## src/pcm_placeholder_never.sv

```systemverilog
`default_nettype none
`default_nettype wire

```

## src/pcm_pkg.sv

```systemverilog
`default_nettype none
package pcm_pkg;

	// ----------------------------------------------------------------
	// register byte offsets
	// ----------------------------------------------------------------
	localparam logic [31:0] OFS_CLK_CTRL   = 32'h0000_0000;
	localparam logic [31:0] OFS_UNLOCK_KEY = 32'h0000_0004;
	localparam logic [31:0] OFS_FS_INC     = 32'h0000_0008;
	localparam logic [31:0] OFS_FS_MINPER  = 32'h0000_000C;
	localparam logic [31:0] OFS_PHASE      = 32'h0000_0010;
	localparam logic [31:0] OFS_DUTY       = 32'h0000_0014;
	localparam logic [31:0] OFS_PERIOD     = 32'h0000_0018;
	localparam logic [31:0] OFS_GEN4_IO    = 32'h0000_001C;
	localparam logic [31:0] OFS_REMAP_SEL  = 32'h0000_0020;
	localparam logic [31:0] OFS_GEN_RUN    = 32'h0000_0024;

	// ----------------------------------------------------------------
	// field positions, keys, divider limits
	// ----------------------------------------------------------------
	localparam int          LOCK_BIT      = 8;
	localparam int          CLOCK_DIVIDER_SELECT_LSB    = 4;
	localparam int          SOURCE_CLOCK_SELECT_LSB   = 0;
	localparam int          HIGH_OUTPUT_PIN_ENABLE_BIT      = 3;
	localparam int          LOW_OUTPUT_PIN_ENABLE_BIT      = 2;
	localparam int          REMAP_H4_BIT  = 0;
	localparam int          DED_ALT_BIT   = 1;
	localparam int          NUM_GEN       = 4;
	localparam int          GEN4          = 3;
	localparam logic [7:0]  KEY_FIRST     = 8'h55;
	localparam logic [7:0]  KEY_SECOND    = 8'hAA;
	localparam logic [1:0]  CLOCK_DIVIDER_SELECT_16     = 2'h3;
	localparam logic [1:0]  CLOCK_DIVIDER_SELECT_8      = 2'h2;
	localparam logic [1:0]  CLOCK_DIVIDER_SELECT_4      = 2'h1;
	localparam logic [3:0]  DIV_LIM_16    = 4'hF;
	localparam logic [3:0]  DIV_LIM_8     = 4'h7;
	localparam logic [3:0]  DIV_LIM_4     = 4'h3;
	localparam logic [3:0]  DIV_LIM_2     = 4'h1;
	localparam logic [1:0]  RESP_OKAY     = 2'h0;
	localparam logic [1:0]  RESP_SLVERR   = 2'h2;

	// ----------------------------------------------------------------
	// types
	// ----------------------------------------------------------------
	typedef enum logic [2:0] {
		KEY_IDLE  = 3'b001,
		KEY_HALF  = 3'b010,
		KEY_ARMED = 3'b100
	} pcm_key_t;

	typedef struct packed {
		logic        awvalid;
		logic [31:0] awaddr;
		logic        wvalid;
		logic [31:0] wdata;
		logic [3:0]  wstrb;
		logic        bready;
		logic        arvalid;
		logic [31:0] araddr;
		logic        rready;
	} pcm_axi_req_t;

	typedef struct packed {
		logic        awready;
		logic        wready;
		logic        bvalid;
		logic [1:0]  bresp;
		logic        arready;
		logic        rvalid;
		logic [31:0] rdata;
		logic [1:0]  rresp;
	} pcm_axi_rsp_t;

	typedef struct packed {
		logic        ded_pin;
		logic        ded_oe;
		logic        rem_pin;
		logic        rem_oe;
		logic        low_oe;
	} pcm_g4pins_t;

	typedef struct packed {
		pcm_key_t          key;
		logic              lock;
		logic [1:0]        clock_divider_select;
		logic [1:0]        source_clock_select;
		logic [15:0]       freq_scale_increment;
		logic [15:0]       fsmin;
		logic [15:0]       phase;
		logic [15:0]       duty;
		logic [15:0]       period;
		logic [1:0]        io4;
		logic [1:0]        remap;
		logic [3:0]        run;
		logic [3:0]        div_cnt;
		logic [15:0]       acc;
		logic              fs_pulse;
		logic [3:0][15:0]  cnt;
		logic [3:0]        pwm_h;
		logic [3:0]        pwm_l;
		pcm_g4pins_t       pins;
		logic              aw_got;
		logic              w_got;
		logic [31:0]       awaddr;
		logic [31:0]       wdata;
		logic [3:0]        wstrb;
		pcm_axi_rsp_t      rsp;
	} pcm_state_t;

endpackage
`default_nettype wire

```

## src/pcm_top.sv

```systemverilog
`default_nettype none
module pcm_top
	import pcm_pkg::*;
(
	// clock and reset
	input  wire logic          mclk_i,
	input  wire logic          rst_b_i,
	// register bus
	input  wire pcm_axi_req_t  axi_req_i,
	output logic               axi_rsp_o_awready,
	output var  pcm_axi_rsp_t  axi_rsp_o,
	// clock sources, one-cycle ticks
	input  wire logic [3:0]    src_tick_i,
	// other remapped function for dedicated pin
	input  wire logic          alt_fn_i,
	// generator outputs
	output logic [3:0]         pwm_h_o,
	output logic [3:0]         pwm_l_o,
	output logic               fscale_pulse_o,
	// generator4 pins
	output logic               ded_pin_o,
	output logic               ded_pin_oe_o,
	output logic               remap_pin_o,
	output logic               remap_pin_oe_o,
	output logic               gen4_low_oe_o
);

	// ----------------------------------------------------------------
	// state and combinational helpers
	// ----------------------------------------------------------------
	pcm_state_t  st_ff;
	pcm_state_t  nxt_st;
	logic        pwm_tick;
	logic        div_tick;
	logic [3:0]  div_lim;
	logic [16:0] fs_sum;
	logic        fs_exceed;
	logic        wr_fire;
	logic        ar_fire;

	function automatic logic [15:0] merge16(input logic [15:0] old,
		input logic [31:0] data, input logic [3:0] strb);
		logic [15:0] res;
		res = old;
		if (strb[0]) begin
			res[7:0] = data[7:0];
		end
		if (strb[1]) begin
			res[15:8] = data[15:8];
		end
		return res;
	endfunction

	function automatic logic [32:0] read_mux(input pcm_state_t s, input logic [31:0] a);
		logic [32:0] r;
		r = '0;
		case (a)
			OFS_CLK_CTRL: begin
				r[LOCK_BIT] = s.lock;
				r[CLOCK_DIVIDER_SELECT_LSB +: 2] = s.clock_divider_select;
				r[SOURCE_CLOCK_SELECT_LSB +: 2] = s.source_clock_select;
			end
			OFS_UNLOCK_KEY: r = '0;
			OFS_FS_INC:     r[15:0] = s.freq_scale_increment;
			OFS_FS_MINPER:  r[15:0] = s.fsmin;
			OFS_PHASE:      r[15:0] = s.phase;
			OFS_DUTY:       r[15:0] = s.duty;
			OFS_PERIOD:     r[15:0] = s.period;
			OFS_GEN4_IO:    r[LOW_OUTPUT_PIN_ENABLE_BIT +: 2] = s.io4;
			OFS_REMAP_SEL:  r[1:0] = s.remap;
			OFS_GEN_RUN:    r[3:0] = s.run;
			default:        r[32] = 1'b1;
		endcase
		return r;
	endfunction

	// ----------------------------------------------------------------
	// next-state logic
	// ----------------------------------------------------------------
	always_comb begin
		logic [32:0] rd;
		logic [31:0] wa;
		logic        hit;
		rd = '0;
		wa = st_ff.awaddr;
		hit = 1'b1;
		nxt_st = st_ff;
		nxt_st.fs_pulse = 1'b0;

		pwm_tick = src_tick_i[st_ff.source_clock_select];
		case (st_ff.clock_divider_select)
			CLOCK_DIVIDER_SELECT_16: div_lim = DIV_LIM_16;
			CLOCK_DIVIDER_SELECT_8:  div_lim = DIV_LIM_8;
			CLOCK_DIVIDER_SELECT_4:  div_lim = DIV_LIM_4;
			default:   div_lim = DIV_LIM_2;
		endcase
		div_tick = pwm_tick && (st_ff.div_cnt >= div_lim);
		if (pwm_tick) begin
			nxt_st.div_cnt = div_tick ? '0 : st_ff.div_cnt + 4'h1;
		end

		fs_sum = {1'b0, st_ff.acc} + {1'b0, st_ff.freq_scale_increment};
		fs_exceed = fs_sum > {1'b0, st_ff.fsmin};
		if (pwm_tick) begin
			if (fs_exceed) begin
				nxt_st.fs_pulse = 1'b1;
				nxt_st.acc = '0;
			end else begin
				nxt_st.acc = fs_sum[15:0];
			end
		end

		for (int i = 0; i < NUM_GEN; i++) begin
			if (!st_ff.run[i]) begin
				nxt_st.cnt[i] = st_ff.phase;
				nxt_st.pwm_h[i] = 1'b0;
				nxt_st.pwm_l[i] = 1'b0;
			end else begin
				if (div_tick) begin
					nxt_st.cnt[i] = (st_ff.cnt[i] >= st_ff.period) ? '0
						: st_ff.cnt[i] + 16'h0001;
				end
				nxt_st.pwm_h[i] = st_ff.cnt[i] < st_ff.duty;
				nxt_st.pwm_l[i] = !(st_ff.cnt[i] < st_ff.duty);
			end
		end

		if (st_ff.remap[DED_ALT_BIT]) begin
			nxt_st.pins.ded_pin = alt_fn_i;
			nxt_st.pins.ded_oe = 1'b1;
		end else begin
			nxt_st.pins.ded_pin = nxt_st.pwm_h[GEN4];
			nxt_st.pins.ded_oe = st_ff.io4[HIGH_OUTPUT_PIN_ENABLE_BIT - LOW_OUTPUT_PIN_ENABLE_BIT];
		end
		nxt_st.pins.rem_pin = st_ff.remap[REMAP_H4_BIT] & nxt_st.pwm_h[GEN4];
		nxt_st.pins.rem_oe = st_ff.remap[REMAP_H4_BIT] & st_ff.io4[HIGH_OUTPUT_PIN_ENABLE_BIT - LOW_OUTPUT_PIN_ENABLE_BIT];
		nxt_st.pins.low_oe = st_ff.io4[0];

		// write channels taken in either order
		if (st_ff.rsp.awready && axi_req_i.awvalid) begin
			nxt_st.aw_got = 1'b1;
			nxt_st.awaddr = axi_req_i.awaddr;
		end
		if (st_ff.rsp.wready && axi_req_i.wvalid) begin
			nxt_st.w_got = 1'b1;
			nxt_st.wdata = axi_req_i.wdata;
			nxt_st.wstrb = axi_req_i.wstrb;
		end
		if (st_ff.rsp.bvalid && axi_req_i.bready) begin
			nxt_st.rsp.bvalid = 1'b0;
		end

		wr_fire = st_ff.aw_got && st_ff.w_got && !st_ff.rsp.bvalid;
		if (wr_fire) begin
			nxt_st.aw_got = 1'b0;
			nxt_st.w_got = 1'b0;
			nxt_st.rsp.bvalid = 1'b1;
			// any write other than the key pair disarms the sequence
			nxt_st.key = KEY_IDLE;
			case (wa)
				OFS_UNLOCK_KEY: begin
					if (st_ff.wstrb[0] && st_ff.wdata[7:0] == KEY_FIRST) begin
						nxt_st.key = KEY_HALF;
					end else if (st_ff.wstrb[0] && st_ff.wdata[7:0] == KEY_SECOND
						&& st_ff.key == KEY_HALF) begin
						nxt_st.key = KEY_ARMED;
					end
				end
				OFS_CLK_CTRL: begin
					// the one write after the keys
					if (st_ff.key == KEY_ARMED && st_ff.wstrb[1]) begin
						nxt_st.lock = st_ff.wdata[LOCK_BIT];
					end
					if (!st_ff.lock && st_ff.wstrb[0]) begin
						nxt_st.clock_divider_select = st_ff.wdata[CLOCK_DIVIDER_SELECT_LSB +: 2];
						nxt_st.source_clock_select = st_ff.wdata[SOURCE_CLOCK_SELECT_LSB +: 2];
					end
				end
				OFS_GEN_RUN: begin
					if (st_ff.wstrb[0]) begin
						nxt_st.run = st_ff.wdata[3:0];
					end
				end
				OFS_FS_INC, OFS_FS_MINPER, OFS_PHASE, OFS_DUTY, OFS_PERIOD,
				OFS_GEN4_IO, OFS_REMAP_SEL: begin
					if (!st_ff.lock) begin
						case (wa)
							OFS_FS_INC:    nxt_st.freq_scale_increment = merge16(st_ff.freq_scale_increment,
								st_ff.wdata, st_ff.wstrb);
							OFS_FS_MINPER: nxt_st.fsmin = merge16(st_ff.fsmin,
								st_ff.wdata, st_ff.wstrb);
							OFS_PHASE:     nxt_st.phase = merge16(st_ff.phase,
								st_ff.wdata, st_ff.wstrb);
							OFS_DUTY:      nxt_st.duty = merge16(st_ff.duty,
								st_ff.wdata, st_ff.wstrb);
							OFS_PERIOD:    nxt_st.period = merge16(st_ff.period,
								st_ff.wdata, st_ff.wstrb);
							OFS_GEN4_IO: begin
								if (st_ff.wstrb[0]) begin
									nxt_st.io4 = st_ff.wdata[LOW_OUTPUT_PIN_ENABLE_BIT +: 2];
								end
							end
							default: begin
								if (st_ff.wstrb[0]) begin
									nxt_st.remap = st_ff.wdata[1:0];
								end
							end
						endcase
					end
				end
				default: hit = 1'b0;
			endcase
			nxt_st.rsp.bresp = hit ? RESP_OKAY : RESP_SLVERR;
		end

		// read answers on the same edge that takes the address
		if (st_ff.rsp.rvalid && axi_req_i.rready) begin
			nxt_st.rsp.rvalid = 1'b0;
		end
		ar_fire = st_ff.rsp.arready && axi_req_i.arvalid;
		if (ar_fire) begin
			rd = read_mux(st_ff, axi_req_i.araddr);
			nxt_st.rsp.rvalid = 1'b1;
			nxt_st.rsp.rdata = rd[31:0];
			nxt_st.rsp.rresp = rd[32] ? RESP_SLVERR : RESP_OKAY;
		end

		nxt_st.rsp.awready = !nxt_st.aw_got && !nxt_st.rsp.bvalid;
		nxt_st.rsp.wready = !nxt_st.w_got && !nxt_st.rsp.bvalid;
		nxt_st.rsp.arready = !nxt_st.rsp.rvalid;
	end

	// ----------------------------------------------------------------
	// state register
	// ----------------------------------------------------------------
	always_ff @(posedge mclk_i) begin
		if (!rst_b_i) begin
			st_ff <= '0;
			st_ff.key <= KEY_IDLE;
		end else begin
			st_ff <= nxt_st;
		end
	end

	assign axi_rsp_o = st_ff.rsp;
	assign axi_rsp_o_awready = st_ff.rsp.awready;
	assign pwm_h_o = st_ff.pwm_h;
	assign pwm_l_o = st_ff.pwm_l;
	assign fscale_pulse_o = st_ff.fs_pulse;
	assign ded_pin_o = st_ff.pins.ded_pin;
	assign ded_pin_oe_o = st_ff.pins.ded_oe;
	assign remap_pin_o = st_ff.pins.rem_pin;
	assign remap_pin_oe_o = st_ff.pins.rem_oe;
	assign gen4_low_oe_o = st_ff.pins.low_oe;
endmodule // pcm_top
`default_nettype wire

```

## config.mk

```make
export PLATFORM = sky130hd
export DESIGN_NAME = pcm_top
export DESIGN_NICKNAME = d
export VERILOG_FILES = /design/src/pcm_placeholder_never.sv /design/src/pcm_pkg.sv /design/src/pcm_top.sv
export SDC_FILE = /design/constraint.sdc
export NUM_CORES = 1
export LEC_CHECK = 0
export BUFFER_PORTS_ARGS = -buffer_cell sky130_fd_sc_hd__buf_2
export CELL_PAD_IN_SITES_DETAIL_PLACEMENT = 0
export CELL_PAD_IN_SITES_GLOBAL_PLACEMENT = 2
export CORE_UTILIZATION = 33
export CTS_CLUSTER_SIZE = 20
export DETAILED_ROUTE_END_ITERATION = 6
export PLACE_DENSITY_LB_ADDON = 0.25
export SYNTH_ARGS = -nofsm -noshare
export SYNTH_HDL_FRONTEND = slang
export SYNTH_SLANG_ARGS = --single-unit
```

## constraint.sdc

```tcl
create_clock -name mclk_i -period 3.85 [get_ports mclk_i]
set_clock_uncertainty 0.2 [all_clocks]
set_input_delay 0.5775 -clock mclk_i [delete_from_list [all_inputs] [get_ports mclk_i]]
set_output_delay 0.5775 -clock mclk_i [all_outputs]
set_load 0.005 [all_outputs]
```

# Word-level counts from Yosys, hierarchy flattened
# Cells that the tools add are included.
dict set report word_totals {
  reg_bits 271
  input_bits 112
  output_inout_bits 56
  elab_cells 193
}
dict set report op_classes {
  addsub 6
  magnitude_cmp 11
  eq_ne 29
  mux 42
  bitwise 4
  n_reduce_logical 51
}
# operator count
set op_table {}
lappend op_table {{32-bit by 5-bit == test with 1-bit output, second input constant} 8}
lappend op_table {{16-bit 2-to-1 mux} 13}
lappend op_table {{32-bit by 4-bit == test with 1-bit output, second input constant} 4}
lappend op_table {{32-bit by 6-bit == test with 1-bit output, second input constant} 4}
lappend op_table {{16-bit by 1-bit adder with 16-bit output, second input constant} 4}
lappend op_table {{32-bit by 3-bit == test with 1-bit output, second input constant} 2}
lappend op_table {{16-bit greater-or-equal comparator} 4}
lappend op_table {{32-bit zero test} 2}
lappend op_table {{16-bit less-than comparator} 4}
lappend op_table {{5-bit AND reduction} 12}
lappend op_table {{35-bit 2-to-1 mux} 1}
lappend op_table {{7-bit case mux with 5 select lines} 1}
lappend op_table {{10-bit OR reduction} 2}
lappend op_table {{16-bit by 16-bit adder with 17-bit output} 1}
lappend op_table {{17-bit by 16-bit greater-than comparator with 1-bit output} 1}
lappend op_table {{2-bit case mux with 8 select lines} 1}
lappend op_table {{1-bit logical AND} 15}
lappend op_table {{2-bit case mux with 7 select lines} 1}
lappend op_table {{3-bit 2-to-1 mux} 4}
lappend op_table {{2-bit case mux with 6 select lines} 1}
lappend op_table {{4-bit case mux with 3 select lines} 1}
lappend op_table {{1-bit 2-to-1 mux} 11}
lappend op_table {{1-bit zero test} 10}
lappend op_table {{2-bit case mux with 5 select lines} 1}
lappend op_table {{other kinds (20)} 35}

# Longest topological paths before layout
# Gate-level depths: netlist of run 1.
dict set report depth {
  ltp_word 8
  depth_mapped 17
  depth_no_buf 16
}

# Worst setup path before layout of run 1
# No wires, ideal clock.
dict set report synth_path {
  path_kind {reg2reg}
  start {reg st_ff[189] in the netlist's numbering}
  end {reg st_ff[191] in the netlist's numbering}
  setup_time_ps 117
  t_arrival_ps 3879
  required_time_ps 3533
  slack_ps -346
  path_stages_with_launch 18
  n_path_buf 1
  synth_period_minus_slack_ps 4196
  cell_sequence {dfxtp_1 -> ha_1 -> fa_1 -> a21oi_1 -> o21ai_1 -> a31o_2 -> o21a_1 -> nor2_1 -> xnor2_1 -> ha_1 -> nand4_2 -> or4_4 -> a31o_1 -> a31oi_1 -> and3b_2 -> nor2b_4 -> buf_6 -> a22o_1}
}
dict set report synth_between {
  elab_chain_len 3
}
# element line_no
set synth_rtl {}
lappend synth_rtl {{start: declaration} pcm_top.sv:31} ;# pcm_state_t st_ff;
lappend synth_rtl {{start signal: assignment} pcm_top.sv:241} ;# st_ff <= nxt_st;
lappend synth_rtl {{16-bit by 16-bit adder with 17-bit output (*)} pcm_top.sv:102} ;# fs_sum = {1'b0, st_ff.acc} + {1'b0, st_ff.freq_scale_increment};
lappend synth_rtl {{17-bit by 16-bit greater-than comparator with 1-bit output} pcm_top.sv:103} ;# fs_exceed = fs_sum > {1'b0, st_ff.fsmin};
lappend synth_rtl {{16-bit 2-to-1 mux (*)} pcm_top.sv:105} ;# if (fs_exceed) begin
# Every way passes the cells marked *; elsewhere a longest branch is shown, timed or not.
# A chain may end at the register's enable or synchronous reset.

# Final worst setup path of run 1
dict set report layout_path {
  start {reg st_ff[281] in the netlist's numbering}
  end {reg st_ff[189] in the netlist's numbering}
}
# Same word-level chain as after synthesis.

==> results of run 1 <==
[worst paths after layout]
kind                 to  cells after the start
min reg2reg   st_ff[85]                      2
max          st_ff[189]                     17
max reg2reg  st_ff[189]                     17
min           st_ff[98]                      3
[worst register-to-register path, cell delays in order, from the launching register on]
cell     delay [ps]
dfxtp_2         330
ha_4            160
fa_2            390
a21oi_4         190
o21ai_4          90
a31o_4          230
o21a_1          190
nor2_2          120
xnor2_2          90
ha_1            330
nand4_2         110
or4_4           450
a31o_1          210
a31oi_1         170
and3b_2         240
nor2b_4         130
buf_6           130
a22o_1          220
[power breakdown]
group	leakage, nW	internal (mW)	switching [mW]
Clock	0.578	2.01	1.39
Combinational	5.12	0.118	0.237
Sequential	2.18	2.83	0.0590
[metrics by stage]
stage | utilization, % | hold slack [ps] | worst slack (ps)
finish | 39.2 | 51.2 | -235
global route | 39.2 | 43.3 | -341
CTS | 39.1 | 23.0 | -179
detailed placement | 36.4 | 248 | -331
global placement | 36.4 | 240 | -284
floorplan | - | 222 | -7.30
[sequential cells by signal, indices dropped and copies added (netlist names)]
signal / cells
ded_pin_oe_o: 1
axi_rsp_o: 22
remap_pin_o: 1
st_ff: 231
axi_rsp_o_awready: 1
fscale_pulse_o: 1
gen4_low_oe_o: 1
nxt_st: 1
ded_pin_o: 1
pwm_l_o: 4
pwm_h_o: 4
remap_pin_oe_o: 1
[routing by layer]
layer / track usage [%] / share of wire (%) / vias to the layer above
met5: 0 / 0 / -
met4: 6.54 / 2.7 / 0
met3: 3.08 / 3.6 / 74
met2: 38.3 / 48 / 283
met1: 29.0 / 46 / 6957
li1: - / - / 7137
[logic make-up after synthesis]
family | synth area share [%]
adder cells (fa/ha/maj) | 12.9
flip-flops | 33.6
buffers and inverters | 6.29
other | 0.0234
XOR/XNOR | 2.02
AND/OR/NAND/NOR | 20.3
multiplexers | 6.60
AO/OA/AOI/OAI | 18.3
[area by class of cell]
| class | count | area, um^2 | share of cell area (%) |
|---|---|---|---|
| clock buffers | 50 | 992 | 5.28 |
| inverters | 80 | 305 | 1.63 |
| repair buffers | 210 | 1260 | 6.69 |
| clock inverters | 13 | 180 | 0.959 |
| well taps | 615 | 769 | 4.10 |
| flip-flops and latches | 269 | 5390 | 28.7 |
| multi-input cells | 1473 | 9880 | 52.6 |
[layout by cell type, fill, tap and decap left out, types with 10 or more instances in the layout]
cell type / n
a221oi_1: 10
a31oi_1: 25
nor2_1: 164
a21oi_1: 163
conb_1: 18
nor3_1: 17
o21ai_1: 44
a21o_1: 37
nand4_1: 25
and3_1: 32
xnor2_1: 11
nor2b_1: 26
inv_1: 75
clkbuf_16: 35
dfxtp_1: 265
nand2_1: 235
mux2i_1: 98
nor4_1: 17
o22ai_1: 24
buf_2: 131
nand2b_1: 20
nand3_1: 62
ha_1: 160
and2_1: 13
a22o_1: 12
buf_4: 77
a211oi_1: 14
o21ai_0: 71
xor2_1: 24
nor3b_1: 11
[what timing repair did]
item,4_1_cts,5_1_grt
hold buffers,0,0
gates resized for setup,13,10
setup buffers,12,3
pin swaps,11,10
endpoints found under the setup margin,16,17
==> impl_metrics.env, run 1 <==
export IMPL_synth_most_common_cell="dfxtp_1"
export IMPL_maxCapViolations=0
export IMPL_netlist_instances=1941
export IMPL_reg2reg_from="st_ff[281]"
export IMPL_cts_sinks=269
export IMPL_finalNonFillerCells=2710
export IMPL_crit_start="st_ff[281]"
export IMPL_cp_cell_sequence="ha_4 -> fa_2 -> a21oi_4 -> o21ai_4 -> a31o_4 -> o21a_1 -> nor2_2 -> xnor2_2 -> ha_1 -> nand4_2 -> or4_4 -> a31o_1 -> a31oi_1 -> and3b_2 -> nor2b_4 -> buf_6 -> a22o_1"
export IMPL_antennaDiodeCount=0
export IMPL_max_slew_worst_pin_slew_ps=1180
export IMPL_path_class="reg2reg"
export IMPL_nets=2346
export IMPL_violations="DRC, setup timing"
export IMPL_cp_data_required_time_ps=4090
export IMPL_cts_clk_slew_worst_paths_ps=60
export IMPL_finalSetupViolations=15
export IMPL_grt_start_max_net_pins=54
export IMPL_cp_num_buf_inv=1
export IMPL_vias=14500
export IMPL_netlist_top_cells_count="269 x dfxtp_1, 235 x nand2_1, 165 x a21oi_1, 165 x nor2_1, 164 x ha_1"
export IMPL_critPathArrivalTime_ps=4330
export IMPL_drtIter0Drc=917
export IMPL_seq_area_frac_synth_pct=33.6
export IMPL_globalRouteOverflowTotal=0
export IMPL_hold_viol_final=0
export IMPL_tns_ps=-2780
export IMPL_via_per_inst=5.33
export IMPL_yosysUniqueCellTypes=83
export IMPL_hpwl_um=42000
export IMPL_gr_usage_all_layers_pct=22.3
export IMPL_hold_path_startpoint="axi_req_i[93]"
export IMPL_cpPeakStageDelay_ps=450
export IMPL_fin_crit_sh_pct=106
export IMPL_clock_latency_ps=570
export IMPL_path_delay_family="compound AO/OA/AOI/OAI gates"
export IMPL_async_flop_share_pct=0
export IMPL_synth_edf_count=0
export IMPL_post_dp_cell_area_um2=17400
export IMPL_fp_dieW_um=223
export IMPL_yosysTopAreaCell="dfxtp_1"
export IMPL_grt_setup_unrepaired="true"
export IMPL_period_minus_slack_ps=4080
export IMPL_cts_buffers=35
export IMPL_power_density_nw_per_um2=354
export IMPL_status="complete, but fails checks"
export IMPL_ys_flop_type="dfxtp_1"
export IMPL_hold_path_class="in2reg"
export IMPL_max_slew_margin_pct=21.5
export IMPL_cts_tree="yes"
export IMPL_antenna_found_initial=0
export IMPL_die_area_um2=49500
export IMPL_port_buffers=131
export IMPL_stdcell_area_um2=18800
export IMPL_drc=2
export IMPL_fp_row_count=80
export IMPL_first_pass_iters=7
export IMPL_syn_area_per_cell_um2=8.27
export IMPL_leakage_nw=7.88
export IMPL_die_height_um=223
export IMPL_peakVddDrop_mv=0.251
export IMPL_fp_coreArea_um2=47800
export IMPL_antenna_left=0
export IMPL_synthTopCellsByArea="dfxtp_1 34%, ha_1 13%, mux2i_1 6.1%, nand2_1 5.5%, a21oi_1 5.1%"
export IMPL_cts_path_max_buffers=3
export IMPL_cts_htree_levels=2
export IMPL_crit_slowest_cell="or4_4"
export IMPL_r2r_setup_slack_ps=-230
export IMPL_start_util_pct=33.5
export IMPL_drive_gt1_share_pct=15.1
export IMPL_drv_slew=0
export IMPL_wl_per_cell_um=20.5
export IMPL_finalPower_mw=6.65
export IMPL_synth_top_area_share_pct=33.6
export IMPL_syn_to_final_growth_pct=17.0
export IMPL_gp_congestion=0.849
export IMPL_fmax_mhz=245
export IMPL_ys_warn_count=0
export IMPL_num_fill_cells=4985
export IMPL_synth_seq_cells=269
export IMPL_cp_start_kind="flip-flop"
export IMPL_worst_path_max_fanout=6
export IMPL_grt_pass1_wl_um=84800
export IMPL_layout_setup_ws_ps=-235
export IMPL_ctsRootBufferMaster="clkbuf_16"
export IMPL_ios=168
export IMPL_endpoint_kind="flip-flop"
export IMPL_routed_wl_um=55700
export IMPL_grt_pass1_vias=14200
export IMPL_dp_cells=2636
export IMPL_syn_area_um2=16000
(Power assumes the default switching activity.)
==> run 2, diff against run 1 <==
Settings changed: CORE_UTILIZATION 33 to 39.
Clock period 3.85 ns to 5.21 ns, I/O delays scaled along.
==> run 2 against run 1 <==
  * Core utilization increased by 5.5 points
  * Worst hold slack improved by 200 ps
  * Register-to-register slack improved by 750 ps
  * Critical path type unchanged
  * Sequential power decreased by 26%
  * Routed wire length decreased by 6.2%
  * Sequential share of layout area increased by 1.2 points
  * The run now ends clean
  * First-iteration DRC count decreased by 1.5%
  * Combinational power decreased by 29%
  * Setup slack improved by 750 ps
==> impl_metrics.env, run 2 (synthesis gave the netlist of run 1 again) <==
export IMPL_status="complete, no violations"
export IMPL_largest_register_ffs=231
export IMPL_layout_setup_ws_ps=518
export IMPL_cts_tree="yes"
export IMPL_grt_setup_unrepaired="false"
export IMPL_reg2reg_from="st_ff[189]"
export IMPL_cts_buffers=35
export IMPL_hpwl_um=39100
export IMPL_grt_pass1_wl_um=80500
export IMPL_die_height_um=205
export IMPL_antenna_found_initial=0
export IMPL_start_util_pct=39.9
export IMPL_grt_pass1_vias=13800
export IMPL_antenna_left=0
export IMPL_fmax_mhz=213
export IMPL_finalNonFillerCells=2551
export IMPL_hold_path_startpoint="st_ff[94]"
export IMPL_worst_path_max_fanout=12
export IMPL_endpoint_kind="flip-flop"
export IMPL_cp_cell_sequence="ha_1 -> fa_1 -> a21oi_1 -> o21ai_1 -> a31o_2 -> o21a_1 -> nor2_1 -> xnor2_1 -> ha_1 -> nand4_2 -> or4_4 -> o32ai_1 -> a31oi_1 -> and3b_2 -> nor2b_4 -> a22o_1"
export IMPL_drtIter0Drc=903
export IMPL_grt_start_max_net_pins=119
export IMPL_path_class="reg2reg"
export IMPL_cts_htree_levels=2
export IMPL_fp_dieW_um=205
export IMPL_leakage_nw=7.51
export IMPL_tns_ps=0
export IMPL_hold_buffers=0
export IMPL_seq_area_um2=5390
export IMPL_post_dp_cell_area_um2=16800
export IMPL_stdcell_area_um2=18000
export IMPL_hold_viol_final=0
export IMPL_cpMostUsedCell="ha_1"
export IMPL_drive_gt1_share_pct=11.4
export IMPL_largest_register="st_ff"
export IMPL_crit_start="st_ff[189]"
export IMPL_final_cell_mix="269 x dfxtp_1, 235 x nand2_1, 165 x a21oi_1, 165 x nor2_1, 164 x ha_1"
export IMPL_cts_clk_slew_worst_paths_ps=60
export IMPL_critPathArrivalTime_ps=4970
export IMPL_multiInputGateArea_um2=9720
export IMPL_maxCapViolations=0
export IMPL_whs_path_depth=2
export IMPL_path_delay_family="compound AO/OA/AOI/OAI gates"
export IMPL_max_slew_margin_pct=20.4
export IMPL_vias=14200
export IMPL_crit_slowest_cell="or4_4"
export IMPL_drv_slew=0
export IMPL_globalRouteOverflowTotal=0
export IMPL_wl_per_cell_um=20.5
export IMPL_power_density_nw_per_um2=270
export IMPL_reg2reg_depth=16
export IMPL_pre_cts_ws_ps=547
export IMPL_max_slew_worst_pin_slew_ps=1190
export IMPL_ctsRootBufferMaster="clkbuf_16"
export IMPL_finalPower_mw=4.87
export IMPL_port_buffers=131
export IMPL_antennaDiodeCount=0
export IMPL_gp_congestion=0.917
export IMPL_clock_latency_ps=550
export IMPL_cp_start_kind="flip-flop"
export IMPL_fp_coreArea_um2=40200
export IMPL_cts_sinks=269
export IMPL_cp_num_buf_inv=0
export IMPL_cts_resized=0
export IMPL_via_per_inst=5.55
export IMPL_drc=0
export IMPL_fin_util_pct=44.8
export IMPL_syn_to_final_growth_pct=12.2
export IMPL_hold_path_class="reg2reg"
export IMPL_routed_wl_um=52200
export IMPL_fp_row_count=73
export IMPL_nets=2279
export IMPL_period_minus_slack_ps=4690
export IMPL_peakVddDrop_mv=0.181
export IMPL_dp_cells=2490
export IMPL_ios=168
export IMPL_cp_data_required_time_ps=5490
export IMPL_gr_usage_all_layers_pct=24.9
export IMPL_post_cts_buffers=0
export IMPL_final_common_cell="dfxtp_1"
export IMPL_num_fill_cells=4107
export IMPL_fin_crit_sh_pct=90.1
export IMPL_cpPeakStageDelay_ps=550
export IMPL_cts_path_max_buffers=3
export IMPL_die_area_um2=42000
export IMPL_first_pass_iters=5
export IMPL_whs_ps=254
export IMPL_finalSetupViolations=0
export IMPL_crit_cells=16
## run 2: cell types whose count changed in the layout (fill, tap and decap cells not counted), sizes merged
cell and delta:
clkinvlp +1, inv +2, clkbuf +1, bufinv -1, clkinv -5, buf -67
## run 2: final cells by class
cell class / count / area share, %
inverter: 80 / 1.70
clock inverter: 10 / 0.758
tap: 525 / 3.65
timing repair buffer: 143 / 4.21
clock buffer: 51 / 5.76
multi-input combinational: 1473 / 54.0
sequential: 269 / 29.9
## run 2: worst register-to-register path: cells and delay by family, from the launching register on
kind                       cells  cell delay (ps)
adders and majority gates      3              990
DFF                            1              310
AOI/OAI and AO/OA              7             1540
and+or+nand+nor                5             1500
xor gates and xnor gates       1              100
## run 2: power by group
part	internal (mW)	switching [mW]	total, mW
Sequential	2.09	0.0435	2.13
Combinational	0.0818	0.170	0.251
Clock	1.49	0.991	2.48
## run 2: final timing paths
check	slack, ps	end
worst min register to register	250	st_ff[94]
worst max register to register	520	st_ff[190]
worst max-delay path	520	st_ff[190]
worst min-delay path	250	st_ff[94]
## run 2: routing by layer
layer	vias up	share of wire (%)	track usage [%]
met5	-	0	0
met4	0	2.5	8.02
met3	64	3.8	2.94
met2	287	47	42.1
met1	6793	46	32.8
li1	7012	-	-
==> run 3, diff against run 2 <==
==> constraint.sdc (replaced) <==
create_clock -name mclk_i -period 5.21 [get_ports mclk_i]
set_clock_uncertainty 0.2 [all_clocks]
set_input_delay 0.521 -clock mclk_i [delete_from_list [all_inputs] [get_ports mclk_i]]
set_output_delay 0.521 -clock mclk_i [all_outputs]
set_load 0.005 [all_outputs]
==> run 3 against run 2 <==
  * Global-route usage grew 0.14 points
  * Core utilization shrank 0.31 points
  * Sequential power is essentially flat
  * Largest cell class unchanged
  * Largest power group unchanged
  * Highest routed layer unchanged
==> impl_metrics.env, run 3 (synthesis gave the netlist of run 1 again) <==
export IMPL_cts_buffers=34
export IMPL_path_class="reg2reg"
export IMPL_peakVddDrop_mv=0.220
export IMPL_fmax_mhz=210
export IMPL_die_height_um=205
export IMPL_cp_data_required_time_ps=5490
export IMPL_first_pass_iters=7
export IMPL_hold_buffers=0
export IMPL_period_minus_slack_ps=4770
export IMPL_hold_path_class="in2reg"
export IMPL_max_slew_worst_pin_slew_ps=1190
export IMPL_fp_coreArea_um2=40200
export IMPL_cp_start_kind="flip-flop"
export IMPL_endpoint_kind="flip-flop"
export IMPL_drtIter0Drc=945
export IMPL_ctsRootBufferMaster="clkbuf_16"
export IMPL_post_dp_cell_area_um2=16800
export IMPL_drc=0
export IMPL_grt_pass1_wl_um=81200
export IMPL_leakage_nw=7.45
export IMPL_route_met2_wl_um=24800
export IMPL_final_common_cell="dfxtp_1"
export IMPL_start_util_pct=39.9
export IMPL_gr_usage_all_layers_pct=25.0
export IMPL_largest_register="st_ff"
export IMPL_tns_ps=0
export IMPL_stdcell_area_um2=17900
export IMPL_cts_resized=0
export IMPL_dr_wl_met3_um=1870
export IMPL_gp_congestion=0.938
export IMPL_antenna_found_initial=0
export IMPL_max_slew_margin_pct=20.8
export IMPL_reg2reg_depth=14
export IMPL_finalSetupViolations=0
export IMPL_nets=2280
export IMPL_maxCapViolations=0
export IMPL_worst_path_max_fanout=12
export IMPL_cts_sinks=269
export IMPL_grt_start_max_net_pins=72
export IMPL_largest_register_ffs=231
export IMPL_fp_row_count=73
export IMPL_vias=14100
export IMPL_globalRouteOverflowTotal=0
export IMPL_cts_path_max_buffers=3
export IMPL_post_cts_buffers=0
export IMPL_wl_met1_um=24100
export IMPL_clock_latency_ps=540
export IMPL_die_area_um2=42000
export IMPL_antenna_left=0
export IMPL_hold_viol_final=0
export IMPL_finalPower_mw=4.64
export IMPL_hpwl_um=39500
export IMPL_fp_dieW_um=205
export IMPL_whs_path_depth=3
export IMPL_routed_wl_um=52200
export IMPL_ios=168
export IMPL_drv_slew=0
export IMPL_wl_per_cell_um=20.5
export IMPL_fin_crit_sh_pct=91.6
export IMPL_grt_setup_unrepaired="false"
export IMPL_highest_layer="met4"
export IMPL_critPathArrivalTime_ps=5060
export IMPL_grt_pass1_vias=13900
export IMPL_cts_tree="yes"
export IMPL_status="complete, no violations"
export IMPL_port_buffers=131
export IMPL_via_per_inst=5.54
export IMPL_drive_gt1_share_pct=11.3
export IMPL_r2r_setup_slack_ps=440
export IMPL_cts_clk_slew_worst_paths_ps=60
export IMPL_final_cell_mix="269 x dfxtp_1, 235 x nand2_1, 165 x a21oi_1, 165 x nor2_1, 164 x ha_1"
export IMPL_power_density_nw_per_um2=259
export IMPL_antennaDiodeCount=0
export IMPL_cts_htree_levels=2
export IMPL_syn_to_final_growth_pct=11.4
run 3: report_power, final:
group	internal, mW	switching, mW
registers	2.09	0.0432
logic	0.0814	0.170
clock network	1.29	0.958
total	3.47	1.17
run 3: stage by stage:
step	std cells	setup WS, ps	hold slack [ps]	util, %
after global placement	2492	535	238	41.9
final	2550	437	18.7	44.5
after global routing	2550	239	23.0	44.5
after CTS	2550	437	5.44	44.5
after floorplan	1958	1010	222	-
after detailed placement	2492	465	246	41.9
run 3: worst max-delay path, stage by stage (launching register included):
cell      delay, ps
dfxtp_1         320
ha_1            360
nand2_1         150
o31ai_1         630
a311oi_2        340
nand3b_1        180
o311ai_1        140
ha_1            370
nand4_2         130
or4_4           560
o32ai_1         300
a31oi_1          90
and3b_2         340
nor2b_4         390
a22o_1          210
run 3: area by class of cell:
| class | instances | area, um^2 |
|---|---|---|
| Clock inverter | 11 | 83.8 |
| Clock buffer | 47 | 960 |
| Inverter | 80 | 305 |
| Multi-Input combinational cell | 1473 | 9720 |
| Fill cell | 4111 | 22300 |
| Timing Repair Buffer | 145 | 761 |
| Tap cell | 525 | 657 |
| Sequential cell | 269 | 5390 |
run 3: final timing paths:
| kind | from | end |
|---|---|---|
| setup / recovery | st_ff[285] | st_ff[191] |
| hold / removal | axi_req_i[54] | st_ff[60] |
| setup reg to reg | st_ff[285] | st_ff[191] |
| hold reg to reg | st_ff[94] | st_ff[94] |
run 3: layer usage:
metal / vias to the layer above / GRT usage, %
met4: 0 / 8.28
met1: 6795 / 32.8
li1: 6990 / -
met3: 71 / 2.94
met5: - / 0
met2: 283 / 42.4
